==> config.mk <==
export PLATFORM = sky130hd
export DESIGN_NAME = aet_switch
export DESIGN_NICKNAME = d
export VERILOG_FILES = /design/src/design/aet_pkg.sv /design/src/design/aet_cmd_if.sv /design/src/design/aet_split.sv /design/src/design/aet_switch.sv
export VERILOG_INCLUDE_DIRS = /design/src /design/src/design
export SDC_FILE = /design/constraint.sdc
export NUM_CORES = 1
export LEC_CHECK = 0
export ABC_CLOCK_PERIOD_IN_PS = 5400
export BUFFER_PORTS_ARGS = -buffer_cell sky130_fd_sc_hd__buf_2
export CAP_MARGIN = 20
export CORE_AREA = 3 3 202 204
export CTS_CLUSTER_SIZE = 40
export DETAILED_ROUTE_END_ITERATION = 12
export DIE_AREA = 0 0 205 207
export GPL_TIMING_DRIVEN = 0
export PLACE_DENSITY_LB_ADDON = 0.08
export SYNTH_ARGS = -nofsm -noshare
export SYNTH_HDL_FRONTEND = slang
export SYNTH_SLANG_ARGS = --single-unit
==> constraint.sdc <==
create_clock -name clk -period 5.4 [get_ports clk]
set_input_delay 0.27 -clock clk [delete_from_list [all_inputs] [get_ports clk]]
set_output_delay 0.27 -clock clk [all_outputs]
set_load 0.05 [all_outputs]
==> src/design/aet_cfg.svh <==
`ifndef AET_CFG_SVH
`define AET_CFG_SVH
// Response codes
`define AET_RESP_OKAY     2'h0
`define AET_RESP_DECERR   2'h3
// Longest burst an AXI3 slave takes, in beats
`define AET_A3_MAX_BEATS  16
// Largest size code a lite slave takes (four bytes)
`define AET_LITE_MAX_SIZE 3'h2
// Protection bit that marks a non-secure access
`define AET_PROT_NS_BIT   1
// Incrementing burst type
`define AET_BURST_INCR    2'h1
`endif

==> src/design/aet_pkg.sv <==
package aet_pkg;
  // Where a decoded transaction goes
  typedef enum logic [1:0] {TG_LITE, TG_A3, TG_TRAP} aet_tgt_e;
  // Write path sequence
  typedef enum logic [2:0] {WS_IDLE, WS_ADDR, WS_DATA, WS_RESP, WS_BOUT} aet_wst_e;
  // Read path sequence
  typedef enum logic [1:0] {RS_IDLE, RS_ADDR, RS_DATA} aet_rst_e;
endpackage : aet_pkg

==> src/design/aet_cmd_if.sv <==
`timescale 1ns/100ps
`default_nettype none
interface aet_cmd_if #(
  parameter int AW = 32,
  parameter int IW = 4
);
  logic [IW-1:0] id;
  logic [AW-1:0] addr;
  logic [7:0]    len;
  logic [2:0]    size;
  logic [1:0]    burst;
  logic          valid;
  logic          ready;
  logic          done;  // One split piece answered
  modport src (output id, addr, len, size, burst, valid, done, input ready);
  modport dst (input id, addr, len, size, burst, valid, done, output ready);
endinterface : aet_cmd_if
`default_nettype wire

==> src/design/aet_split.sv <==
`timescale 1ns/100ps
`default_nettype none
`include "aet_cfg.svh"
module aet_split #(
  parameter int AW     = 32,
  parameter int IW     = 4,
  parameter int MAXOUT = 4
) (
  input  wire logic          clk,
  input  wire logic          arst_n,
  aet_cmd_if.dst             c,
  output logic [IW-1:0]      o_id,
  output logic [AW-1:0]      o_addr,
  output logic [3:0]         o_len,
  output logic [2:0]         o_size,
  output logic [1:0]         o_burst,
  output logic               o_valid,
  input  wire logic          o_ready
);
  if (MAXOUT < 1 || MAXOUT > 200) begin : g_chk
    $error("MAXOUT out of range");
  end

  typedef struct packed {
    logic          busy;
    logic          splt;
    logic [IW-1:0] id;
    logic [AW-1:0] addr;
    logic [7:0]    rem;
    logic [2:0]    size;
    logic [1:0]    burst;
    logic [7:0]    outst;
  } aet_split_s;

  localparam logic [7:0] MAXLEN = 8'(`AET_A3_MAX_BEATS - 1);
  aet_split_s st_r, st_nxt;
  logic       need, o_hs;

  // Accept rules: many plain commands, or one splitting command alone
  assign need    = c.len > MAXLEN;
  assign c.ready = !st_r.busy && !(st_r.splt && st_r.outst != 8'h00) &&
                   (need ? st_r.outst == 8'h00 : st_r.outst < 8'(MAXOUT));
  assign o_hs    = o_valid && o_ready;
  assign o_valid = st_r.busy;
  assign o_id    = st_r.id;
  assign o_addr  = st_r.addr;
  assign o_size  = st_r.size;
  assign o_burst = st_r.burst;
  assign o_len   = (st_r.rem > MAXLEN) ? MAXLEN[3:0] : st_r.rem[3:0];

  // Next state: carve 16-beat pieces, count pieces awaiting answers
  always_comb begin
    st_nxt = st_r;
    if (c.valid && c.ready) begin
      st_nxt.busy  = 1'b1;
      st_nxt.splt  = need;
      st_nxt.id    = c.id;
      st_nxt.addr  = c.addr;
      st_nxt.rem   = c.len;
      st_nxt.size  = c.size;
      st_nxt.burst = c.burst;
    end
    if (o_hs) begin
      if (st_r.rem > MAXLEN) begin
        st_nxt.rem = st_r.rem - 8'(`AET_A3_MAX_BEATS);
        if (st_r.burst == `AET_BURST_INCR) begin
          st_nxt.addr = st_r.addr + (AW'(`AET_A3_MAX_BEATS) << st_r.size);
        end
      end else begin
        st_nxt.busy = 1'b0;
      end
    end
    st_nxt.outst = st_r.outst + {7'h00, o_hs} - {7'h00, c.done};
  end

  // State register
  always_ff @(posedge clk or negedge arst_n) begin
    if (!arst_n) st_r <= '0;
    else st_r <= st_nxt;
  end
endmodule : aet_split
`default_nettype wire

==> src/design/aet_switch.sv <==
`timescale 1ns/100ps
`default_nettype none
`include "aet_cfg.svh"
module aet_switch #(
  parameter int          AW     = 32,
  parameter int          IW     = 4,
  parameter int          DW     = 32,
  parameter int          MAXOUT = 4,
  parameter logic [AW-1:0] L_BASE = AW'(32'h4000_0000),
  parameter logic [AW-1:0] L_MASK = AW'(32'hffff_0000),
  parameter logic [AW-1:0] T_BASE = AW'(32'h8000_0000),
  parameter logic [AW-1:0] T_MASK = AW'(32'hf000_0000),
  parameter logic [1:0]  L_ACC  = 2'h3,  // {read ok, write ok}
  parameter logic [1:0]  T_ACC  = 2'h3,
  parameter logic        L_SEC  = 1'b0,  // mi_secure_slot of lite port
  parameter logic        T_SEC  = 1'b0   // mi_secure_slot of AXI3 port
) (
  input  wire logic            clk,
  input  wire logic            arst_n,
  input  wire logic            range_check_enable,
  input  wire logic [IW-1:0]   u_awid,
  input  wire logic [AW-1:0]   u_awaddr,
  input  wire logic [7:0]      u_awlen,
  input  wire logic [2:0]      u_awsize,
  input  wire logic [1:0]      u_awburst,
  input  wire logic [2:0]      u_awprot,
  input  wire logic            u_awvalid,
  output logic                 u_awready,
  input  wire logic [DW-1:0]   u_wdata,
  input  wire logic [DW/8-1:0] u_wstrb,
  input  wire logic            u_wlast,
  input  wire logic            u_wvalid,
  output logic                 u_wready,
  output logic [IW-1:0]        u_bid,
  output logic [1:0]           u_bresp,
  output logic                 u_bvalid,
  input  wire logic            u_bready,
  input  wire logic [IW-1:0]   u_arid,
  input  wire logic [AW-1:0]   u_araddr,
  input  wire logic [7:0]      u_arlen,
  input  wire logic [2:0]      u_arsize,
  input  wire logic [1:0]      u_arburst,
  input  wire logic [2:0]      u_arprot,
  input  wire logic            u_arvalid,
  output logic                 u_arready,
  output logic [IW-1:0]        u_rid,
  output logic [DW-1:0]        u_rdata,
  output logic [1:0]           u_rresp,
  output logic                 u_rlast,
  output logic                 u_rvalid,
  input  wire logic            u_rready,
  output logic [AW-1:0]        l_awaddr,
  output logic                 l_awvalid,
  input  wire logic            l_awready,
  output logic [DW-1:0]        l_wdata,
  output logic [DW/8-1:0]      l_wstrb,
  output logic                 l_wvalid,
  input  wire logic            l_wready,
  input  wire logic [1:0]      l_bresp,
  input  wire logic            l_bvalid,
  output logic                 l_bready,
  output logic [AW-1:0]        l_araddr,
  output logic                 l_arvalid,
  input  wire logic            l_arready,
  input  wire logic [DW-1:0]   l_rdata,
  input  wire logic [1:0]      l_rresp,
  input  wire logic            l_rvalid,
  output logic                 l_rready,
  output logic [IW-1:0]        t_awid,
  output logic [AW-1:0]        t_awaddr,
  output logic [3:0]           t_awlen,
  output logic [2:0]           t_awsize,
  output logic [1:0]           t_awburst,
  output logic                 t_awvalid,
  input  wire logic            t_awready,
  output logic [DW-1:0]        t_wdata,
  output logic [DW/8-1:0]      t_wstrb,
  output logic                 t_wlast,
  output logic                 t_wvalid,
  input  wire logic            t_wready,
  input  wire logic [IW-1:0]   t_bid,
  input  wire logic [1:0]      t_bresp,
  input  wire logic            t_bvalid,
  output logic                 t_bready,
  output logic [IW-1:0]        t_arid,
  output logic [AW-1:0]        t_araddr,
  output logic [3:0]           t_arlen,
  output logic [2:0]           t_arsize,
  output logic [1:0]           t_arburst,
  output logic                 t_arvalid,
  input  wire logic            t_arready,
  input  wire logic [IW-1:0]   t_rid,
  input  wire logic [DW-1:0]   t_rdata,
  input  wire logic [1:0]      t_rresp,
  input  wire logic            t_rlast,
  input  wire logic            t_rvalid,
  output logic                 t_rready
);
  if (DW != 32 || IW < 1 || AW < 16) begin : g_chk
    $error("Lite path needs DW 32, IW 1 or more, AW 16 or more");
  end

  typedef struct packed {
    logic              rce1;
    logic              rce2;
    aet_pkg::aet_wst_e wst;
    aet_pkg::aet_tgt_e wtg;
    logic [IW-1:0]     wid;
    logic [AW-1:0]     waddr;
    logic [7:0]        wlen;
    logic [2:0]        wsize;
    logic [1:0]        wburst;
    logic [7:0]        wbeat;
    logic [3:0]        bcnt;
    logic [1:0]        bresp;
    aet_pkg::aet_rst_e rdst;
    aet_pkg::aet_tgt_e rtg;
    logic [IW-1:0]     rid;
    logic [AW-1:0]     raddr;
    logic [7:0]        rlen;
    logic [2:0]        rsize;
    logic [1:0]        rburst;
    logic [7:0]        rbeat;
    logic              lwr;  // Lite stage last granted to a write
  } aet_main_s;

  aet_main_s         st_r, st_nxt;
  aet_pkg::aet_tgt_e aw_tg, ar_tg;
  logic              chk_en, lite_free, w_want, r_want, w_hs, tb_hs, ur_hs;
  logic              w_dat, w_lite, w_a3, r_dat, r_lite, r_a3, r_trap;

  // Target decode with trapping of bad, lite-illegal and non-secure accesses
  function automatic aet_pkg::aet_tgt_e f_route(input logic en, input logic [AW-1:0] a, input logic wr,
                                                input logic [7:0] len, input logic [2:0] sz, input logic [2:0] prot);
    logic hl, ht, ns;
    hl = ((a & L_MASK) == L_BASE) && (wr ? L_ACC[0] : L_ACC[1]);
    ht = ((a & T_MASK) == T_BASE) && (wr ? T_ACC[0] : T_ACC[1]);
    ns = prot[`AET_PROT_NS_BIT];
    if (!en) begin
      f_route = hl ? aet_pkg::TG_LITE : aet_pkg::TG_A3;
    end else if (hl) begin
      f_route = (len != 8'h00 || sz > `AET_LITE_MAX_SIZE || (L_SEC && ns)) ?
                aet_pkg::TG_TRAP : aet_pkg::TG_LITE;
    end else if (ht) begin
      f_route = (T_SEC && ns) ? aet_pkg::TG_TRAP : aet_pkg::TG_A3;
    end else begin
      f_route = aet_pkg::TG_TRAP;
    end
  endfunction : f_route

  // Checking is forced on while any port is secure
  assign chk_en = st_r.rce2 | L_SEC | T_SEC;
  assign aw_tg  = f_route(chk_en, u_awaddr, 1'b1, u_awlen, u_awsize, u_awprot);
  assign ar_tg  = f_route(chk_en, u_araddr, 1'b0, u_arlen, u_arsize, u_arprot);

  // Lite stage owner: one transaction at a time, round robin on a tie
  assign lite_free = !(st_r.wst != aet_pkg::WS_IDLE && st_r.wtg == aet_pkg::TG_LITE) &&
                     !(st_r.rdst != aet_pkg::RS_IDLE && st_r.rtg == aet_pkg::TG_LITE);
  assign w_want    = u_awvalid && st_r.wst == aet_pkg::WS_IDLE && aw_tg == aet_pkg::TG_LITE;
  assign r_want    = u_arvalid && st_r.rdst == aet_pkg::RS_IDLE && ar_tg == aet_pkg::TG_LITE;
  assign u_awready = st_r.wst == aet_pkg::WS_IDLE &&
                     (aw_tg != aet_pkg::TG_LITE || (lite_free && (!r_want || !st_r.lwr)));
  assign u_arready = st_r.rdst == aet_pkg::RS_IDLE &&
                     (ar_tg != aet_pkg::TG_LITE || (lite_free && (!w_want || st_r.lwr)));

  // Write channel steering, only after its address was taken
  assign w_dat    = st_r.wst == aet_pkg::WS_DATA;
  assign w_lite   = st_r.wtg == aet_pkg::TG_LITE;
  assign w_a3     = st_r.wtg == aet_pkg::TG_A3;
  assign u_wready = w_dat && (w_lite ? l_wready : w_a3 ? t_wready : 1'b1);
  assign w_hs     = u_wvalid && u_wready;
  assign l_wvalid = w_dat && w_lite && u_wvalid;
  assign l_wdata  = u_wdata;
  assign l_wstrb  = u_wstrb;
  assign t_wvalid = w_dat && w_a3 && u_wvalid;
  assign t_wdata  = u_wdata;
  assign t_wstrb  = u_wstrb;
  assign t_wlast  = u_wlast || st_r.wbeat[3:0] == 4'hf;
  assign l_bready = st_r.wst == aet_pkg::WS_RESP && w_lite;
  assign t_bready = st_r.wst == aet_pkg::WS_RESP && w_a3 && t_bid == st_r.wid;
  assign tb_hs    = t_bvalid && t_bready;
  assign u_bvalid = st_r.wst == aet_pkg::WS_BOUT;
  assign u_bid    = st_r.wid;
  assign u_bresp  = st_r.bresp;

  // Shared lite address bus, copied onto both address outputs
  assign l_awaddr  = st_r.lwr ? st_r.waddr : st_r.raddr;
  assign l_araddr  = l_awaddr;
  assign l_awvalid = st_r.wst == aet_pkg::WS_ADDR && w_lite;
  assign l_arvalid = st_r.rdst == aet_pkg::RS_ADDR && r_lite;

  // Read channel steering; trapped reads answered locally
  assign r_dat    = st_r.rdst == aet_pkg::RS_DATA;
  assign r_lite   = st_r.rtg == aet_pkg::TG_LITE;
  assign r_a3     = st_r.rtg == aet_pkg::TG_A3;
  assign r_trap   = st_r.rtg == aet_pkg::TG_TRAP;
  assign l_rready = r_dat && r_lite && u_rready;
  assign t_rready = r_dat && r_a3 && u_rready && t_rid == st_r.rid;
  assign u_rvalid = r_dat && (r_lite ? l_rvalid : r_a3 ? (t_rvalid && t_rid == st_r.rid) : 1'b1);
  assign u_rid    = st_r.rid;
  assign u_rdata  = r_lite ? l_rdata : r_a3 ? t_rdata : '0;
  assign u_rresp  = r_lite ? l_rresp : r_a3 ? t_rresp : `AET_RESP_DECERR;
  assign u_rlast  = r_lite || st_r.rbeat == st_r.rlen;
  assign ur_hs    = u_rvalid && u_rready;

  // Commands for the AXI3 stage
  aet_cmd_if #(.AW(AW), .IW(IW)) cw ();
  aet_cmd_if #(.AW(AW), .IW(IW)) cr ();
  assign cw.id    = st_r.wid;
  assign cw.addr  = st_r.waddr;
  assign cw.len   = st_r.wlen;
  assign cw.size  = st_r.wsize;
  assign cw.burst = st_r.wburst;
  assign cw.valid = st_r.wst == aet_pkg::WS_ADDR && w_a3;
  assign cw.done  = tb_hs;
  assign cr.id    = st_r.rid;
  assign cr.addr  = st_r.raddr;
  assign cr.len   = st_r.rlen;
  assign cr.size  = st_r.rsize;
  assign cr.burst = st_r.rburst;
  assign cr.valid = st_r.rdst == aet_pkg::RS_ADDR && r_a3;
  assign cr.done  = t_rvalid && t_rready && t_rlast;

  // AXI3 conversion stage, one per direction
  aet_split #(.AW(AW), .IW(IW), .MAXOUT(MAXOUT)) u_split_w (
    .clk(clk), .arst_n(arst_n), .c(cw), .o_id(t_awid), .o_addr(t_awaddr), .o_len(t_awlen),
    .o_size(t_awsize), .o_burst(t_awburst), .o_valid(t_awvalid), .o_ready(t_awready));
  aet_split #(.AW(AW), .IW(IW), .MAXOUT(MAXOUT)) u_split_r (
    .clk(clk), .arst_n(arst_n), .c(cr), .o_id(t_arid), .o_addr(t_araddr), .o_len(t_arlen),
    .o_size(t_arsize), .o_burst(t_arburst), .o_valid(t_arvalid), .o_ready(t_arready));

  // Next state of both paths; no general protocol checks here
  always_comb begin
    st_nxt      = st_r;
    st_nxt.rce1 = range_check_enable;
    st_nxt.rce2 = st_r.rce1;
    case (st_r.wst)
      aet_pkg::WS_IDLE: begin
        if (u_awvalid && u_awready) begin
          st_nxt.wtg    = aw_tg;
          st_nxt.wid    = u_awid;
          st_nxt.waddr  = u_awaddr;
          st_nxt.wlen   = u_awlen;
          st_nxt.wsize  = u_awsize;
          st_nxt.wburst = u_awburst;
          st_nxt.wbeat  = 8'h00;
          st_nxt.bcnt   = 4'h0;
          st_nxt.bresp  = `AET_RESP_OKAY;
          st_nxt.wst    = (aw_tg == aet_pkg::TG_TRAP) ? aet_pkg::WS_DATA : aet_pkg::WS_ADDR;
          if (aw_tg == aet_pkg::TG_LITE) st_nxt.lwr = 1'b1;
        end
      end
      aet_pkg::WS_ADDR: begin
        if ((w_lite && l_awready) || (w_a3 && cw.ready)) st_nxt.wst = aet_pkg::WS_DATA;
      end
      aet_pkg::WS_DATA: begin
        if (w_hs) begin
          st_nxt.wbeat = st_r.wbeat + 8'h01;
          if (u_wlast || w_lite) begin
            st_nxt.wst = w_lite || w_a3 ? aet_pkg::WS_RESP : aet_pkg::WS_BOUT;
            if (!w_lite && !w_a3) st_nxt.bresp = `AET_RESP_DECERR;
          end
        end
      end
      aet_pkg::WS_RESP: begin
        if (w_lite) begin
          if (l_bvalid) begin
            st_nxt.bresp = l_bresp;
            st_nxt.wst   = aet_pkg::WS_BOUT;
          end
        end else if (tb_hs) begin
          st_nxt.bcnt = st_r.bcnt + 4'h1;
          if (t_bresp > st_r.bresp) st_nxt.bresp = t_bresp;
          if (st_r.bcnt == st_r.wlen[7:4]) st_nxt.wst = aet_pkg::WS_BOUT;
        end
      end
      aet_pkg::WS_BOUT: begin
        if (u_bready) st_nxt.wst = aet_pkg::WS_IDLE;
      end
      default: st_nxt.wst = aet_pkg::WS_IDLE;
    endcase
    case (st_r.rdst)
      aet_pkg::RS_IDLE: begin
        if (u_arvalid && u_arready) begin
          st_nxt.rtg    = ar_tg;
          st_nxt.rid    = u_arid;
          st_nxt.raddr  = u_araddr;
          st_nxt.rlen   = u_arlen;
          st_nxt.rsize  = u_arsize;
          st_nxt.rburst = u_arburst;
          st_nxt.rbeat  = 8'h00;
          st_nxt.rdst   = (ar_tg == aet_pkg::TG_TRAP) ? aet_pkg::RS_DATA : aet_pkg::RS_ADDR;
          if (ar_tg == aet_pkg::TG_LITE) st_nxt.lwr = 1'b0;
        end
      end
      aet_pkg::RS_ADDR: begin
        if ((r_lite && l_arready) || (r_a3 && cr.ready)) st_nxt.rdst = aet_pkg::RS_DATA;
      end
      aet_pkg::RS_DATA: begin
        if (ur_hs) begin
          st_nxt.rbeat = st_r.rbeat + 8'h01;
          if (u_rlast) st_nxt.rdst = aet_pkg::RS_IDLE;
        end
      end
      default: st_nxt.rdst = aet_pkg::RS_IDLE;
    endcase
  end

  // State register
  always_ff @(posedge clk or negedge arst_n) begin
    if (!arst_n) st_r <= '0;
    else st_r <= st_nxt;
  end
endmodule : aet_switch
`default_nettype wire

==> flow_summary.json <==
{
  "synth_cell_types": 77,
  "nets": 2530,
  "dr.pass1.iters": 5,
  "holdPathEnd": "cr.addr[26]$_DFFE_PN0P_",
  "nFillCells": 3790,
  "finalHoldViolCount": 0,
  "clock-sinks": 246,
  "grt_max_degree": 113,
  "grt_use_total": 0.248,
  "rr_startpoint": "u_split_r.o_size[2]$_DFFE_PN0P_",
  "status": "finished, final reports clean",
  "rows": 73,
  "synth_seq_cells": 246,
  "die_y_um": 207,
  "cts_buffers": 30,
  "place_ws_ns": 2.14,
  "overflow": 0,
  "drive_above_1_share": 0.408,
  "post-cts-setup-buffers": 0,
  "grt_pass1_vias": 14100,
  "p_int_mw": 5.06,
  "cp_max_fo": 10,
  "die_area_um2": 42400,
  "viasPerCell": 5.04,
  "max-clock-path-buffers": 3,
  "timing.rr.end": "u_split_r.o_addr[26]$_DFF_PN0_",
  "clock_latency_ns": 0.56,
  "p_comb_frac": 0.418,
  "ir_drop_uv": 255,
  "rsz0062_at_grt": "no",
  "drtIter0Drc": 788,
  "ff2ff_path_depth": 11,
  "power_density_nw_per_um2": 409,
  "period_share": 0.639,
  "slew_headroom": 0.351,
  "multiInputGateArea_um2": 7340,
  "clock_power_share": 0.252,
  "whs_path_depth": 2,
  "grt_busiest_layer": "met2",
  "final_cells": 2784,
  "critPathCaptureType": "output pin",
  "ant_nets": 0,
  "regArea_um2": 6160,
  "die_w_um": 205,
  "synth_area_per_cell_um2": 9.52,
  "synth_area_um2": 15500,
  "async_flop_share": 1.00,
  "route.detailed.drc": 0,
  "synth_area_leaders": "dfrtp_1 (40%), buf_4 (9.6%), mux2_2 (9.1%)",
  "p_leak_nw": 10.6,
  "antenna_found_initial": 3,
  "crit_start": "st_r[58]$_DFFE_PN0P_",
  "setup_slack_ns": 1.95,
  "grtUsageMet2": 0.446,
  "final_util": 0.522,
  "cts_tree": "yes",
  "hold_ws_ns": 0.0279,
  "cp-start-kind": "flop",
  "hold_path_class": "in2reg",
  "gp_congestion": 0.886,
  "syn_inst": 1625,
  "switchingPower_mw": 3.37,
  "synth.top_cell.area_share": 0.398,
  "htreeDepth": 1,
  "cp.arrival_ns": 3.18,
  "worst_pin_slew_ns": 0.968,
  "critPathKind": "reg2out",
  "most-common-layout-cells": "buf_2 (506), dfrtp_1 (246), nand2_1 (221)",
  "p_sw_frac": 0.400,
  "period_needed_ns": 3.45,
  "clkSlewWorstSetupHoldPaths_ns": 0.06,
  "grt_pass1_wl_mm": 82.0,
  "yosysWarnings": 0,
  "ff2ff_setup_slack_ns": 2.10,
  "area_growth_pct": 33.0,
  "num_io_pins": 527,
  "ys.flop_type": "dfrtp_1",
  "root_buffer": "clkbuf_16",
  "drv_slew": 0,
  "core_region_area_um2": 39500,
  "synth_edf_count": 0,
  "via_count": 14000,
  "setup_viol": 0,
  "syn_nets": 1919,
  "fmax_ghz": 0.290,
  "postCtsHoldBufs": 93,
  "use_met1": 0.312,
  "grt.met3_usage": 0.0374,
  "dpl.cell_count": 2636,
  "hold_path_startpoint": "u_araddr[26]",
  "wl_per_cell_um": 19.7,
  "start_util": 0.392,
  "synth_top_area_cell": "dfrtp_1",
  "clock_skew_ns": 0.0200,
  "numPortBuffers": 484,
  "postRouteWirelength_mm": 54.9,
  "post_cts_resized": 0,
  "crit_required_ns": 5.13,
  "ys_seq_area_frac": 0.398,
  "p_seq_frac": 0.331,
  "cap_violations": 0,
  "hpwl_mm": 43.4,
  "final_common_cell": "buf_2"
}
==> per-layer routing <==
layer / part of all wire / vias up / routed length (um)
met1: 0.41 / 6785 / 22800
met5: 0 / - / 0
li1: - / 6692 / -
met4: 0.022 / 0 / 1210
met3: 0.064 / 70 / 3500
met2: 0.50 / 485 / 27400
==> worst max path at each step <==
stage	end	slack, ns
after CTS	u_rdata[22]	1.85
after global routing	u_split_w.st_r[6]$_DFF_PN0_	1.79
after global placement	cw.addr[0]$_DFFE_PN0P_	-0.78
after detailed placement	u_split_r.o_addr[26]$_DFF_PN0_	2.14
final	u_rdata[22]	1.95
after floorplan	u_split_r.st_r[6]$_DFF_PN0_	1.60
==> metrics by stage <==
stage / area (um^2) / total power, mW / setup TNS (ns)
final: 20600 / 8.42 / 0
after global routing: 20600 / 8.95 / 0
after CTS: 20600 / 8.51 / 0
after detailed placement: 18600 / 6.30 / 0
after global placement: 18500 / 6.21 / -183.19
after floorplan: 15500 / 5.35 / 0
==> critical path, cell delays in order (launching register included) <==
cell,delay (ns)
dfrtp_1,0.32
clkbuf_1,0.37
buf_1,0.54
clkbuf_1,0.66
mux2i_1,0.46
nor2_1,0.06
buf_2,0.23
==> cell families after synthesis <==
kind of cell	Yosys count	share of synthesized area
AO/OA/AOI/OAI	231	0.106
multiplexers	161	0.114
AND/OR/NAND/NOR	567	0.178
buffers and inverters	312	0.128
XOR/XNOR	54	0.0306
adder cells (fa/ha/maj)	54	0.0456
flip-flops	246	0.398
==> flip-flops by register name, summed over array words and instances (netlist names), 8 cells and up <==
name and cells:
cr.len 8, cw.len 8, cw.addr 32, u_split_r.st_r 17, st_r 26, cr.addr 32
u_split_w.st_r 17, u_split_r.o_addr 32, u_split_w.o_addr 32
==> area by class of cell <==
cell class / instances / area share
Sequential cell: 246 / 0.299
Clock inverter: 9 / 0.00717
Inverter: 51 / 0.00930
Clock buffer: 44 / 0.0430
Antenna cell: 2 / 0.000243
Timing Repair Buffer: 579 / 0.166
Tap cell: 525 / 0.0319
Buffer: 261 / 0.0867
Multi-Input combinational cell: 1067 / 0.356
==> synthesized netlist by cell type (5+ instances only) <==
cell and count:
nor4_1 16, xnor2_1 22, nor2_1 141, o221a_2 5, o22ai_1 10, dfrtp_1 246, ha_1 50, nor3b_1 12
o21ai_0 28, mux2_2 125, o21a_1 8, mux2i_1 36, a22o_1 7, a211o_1 5, nor3_1 33, o31ai_1 5
nor2b_1 8, a211oi_1 17, a31oi_1 21, inv_1 51, and2_1 7, nand4_1 16, clkbuf_1 33, a21oi_1 51
a311oi_1 14, or3_1 6, nand2_1 221, and3_1 24, buf_2 23, and3b_1 5, o211a_1 5, buf_6 5
nand3_1 24, a21o_1 16, xor2_1 32, nand2b_1 17, buf_4 197, a31o_2 5
==> power groups by stage <==
stage / Combinational [mW] / Clock [mW] / Sequential [mW]
2_1_floorplan: 2.70 / 0 / 2.65
3_3_place_gp: 3.41 / 0 / 2.80
3_5_place_dp: 3.48 / 0 / 2.82
4_1_cts: 3.55 / 2.17 / 2.79
5_1_grt: 3.85 / 2.25 / 2.85
6_report: 3.52 / 2.12 / 2.78
Note: power is estimated with default switching activity, not from simulation.
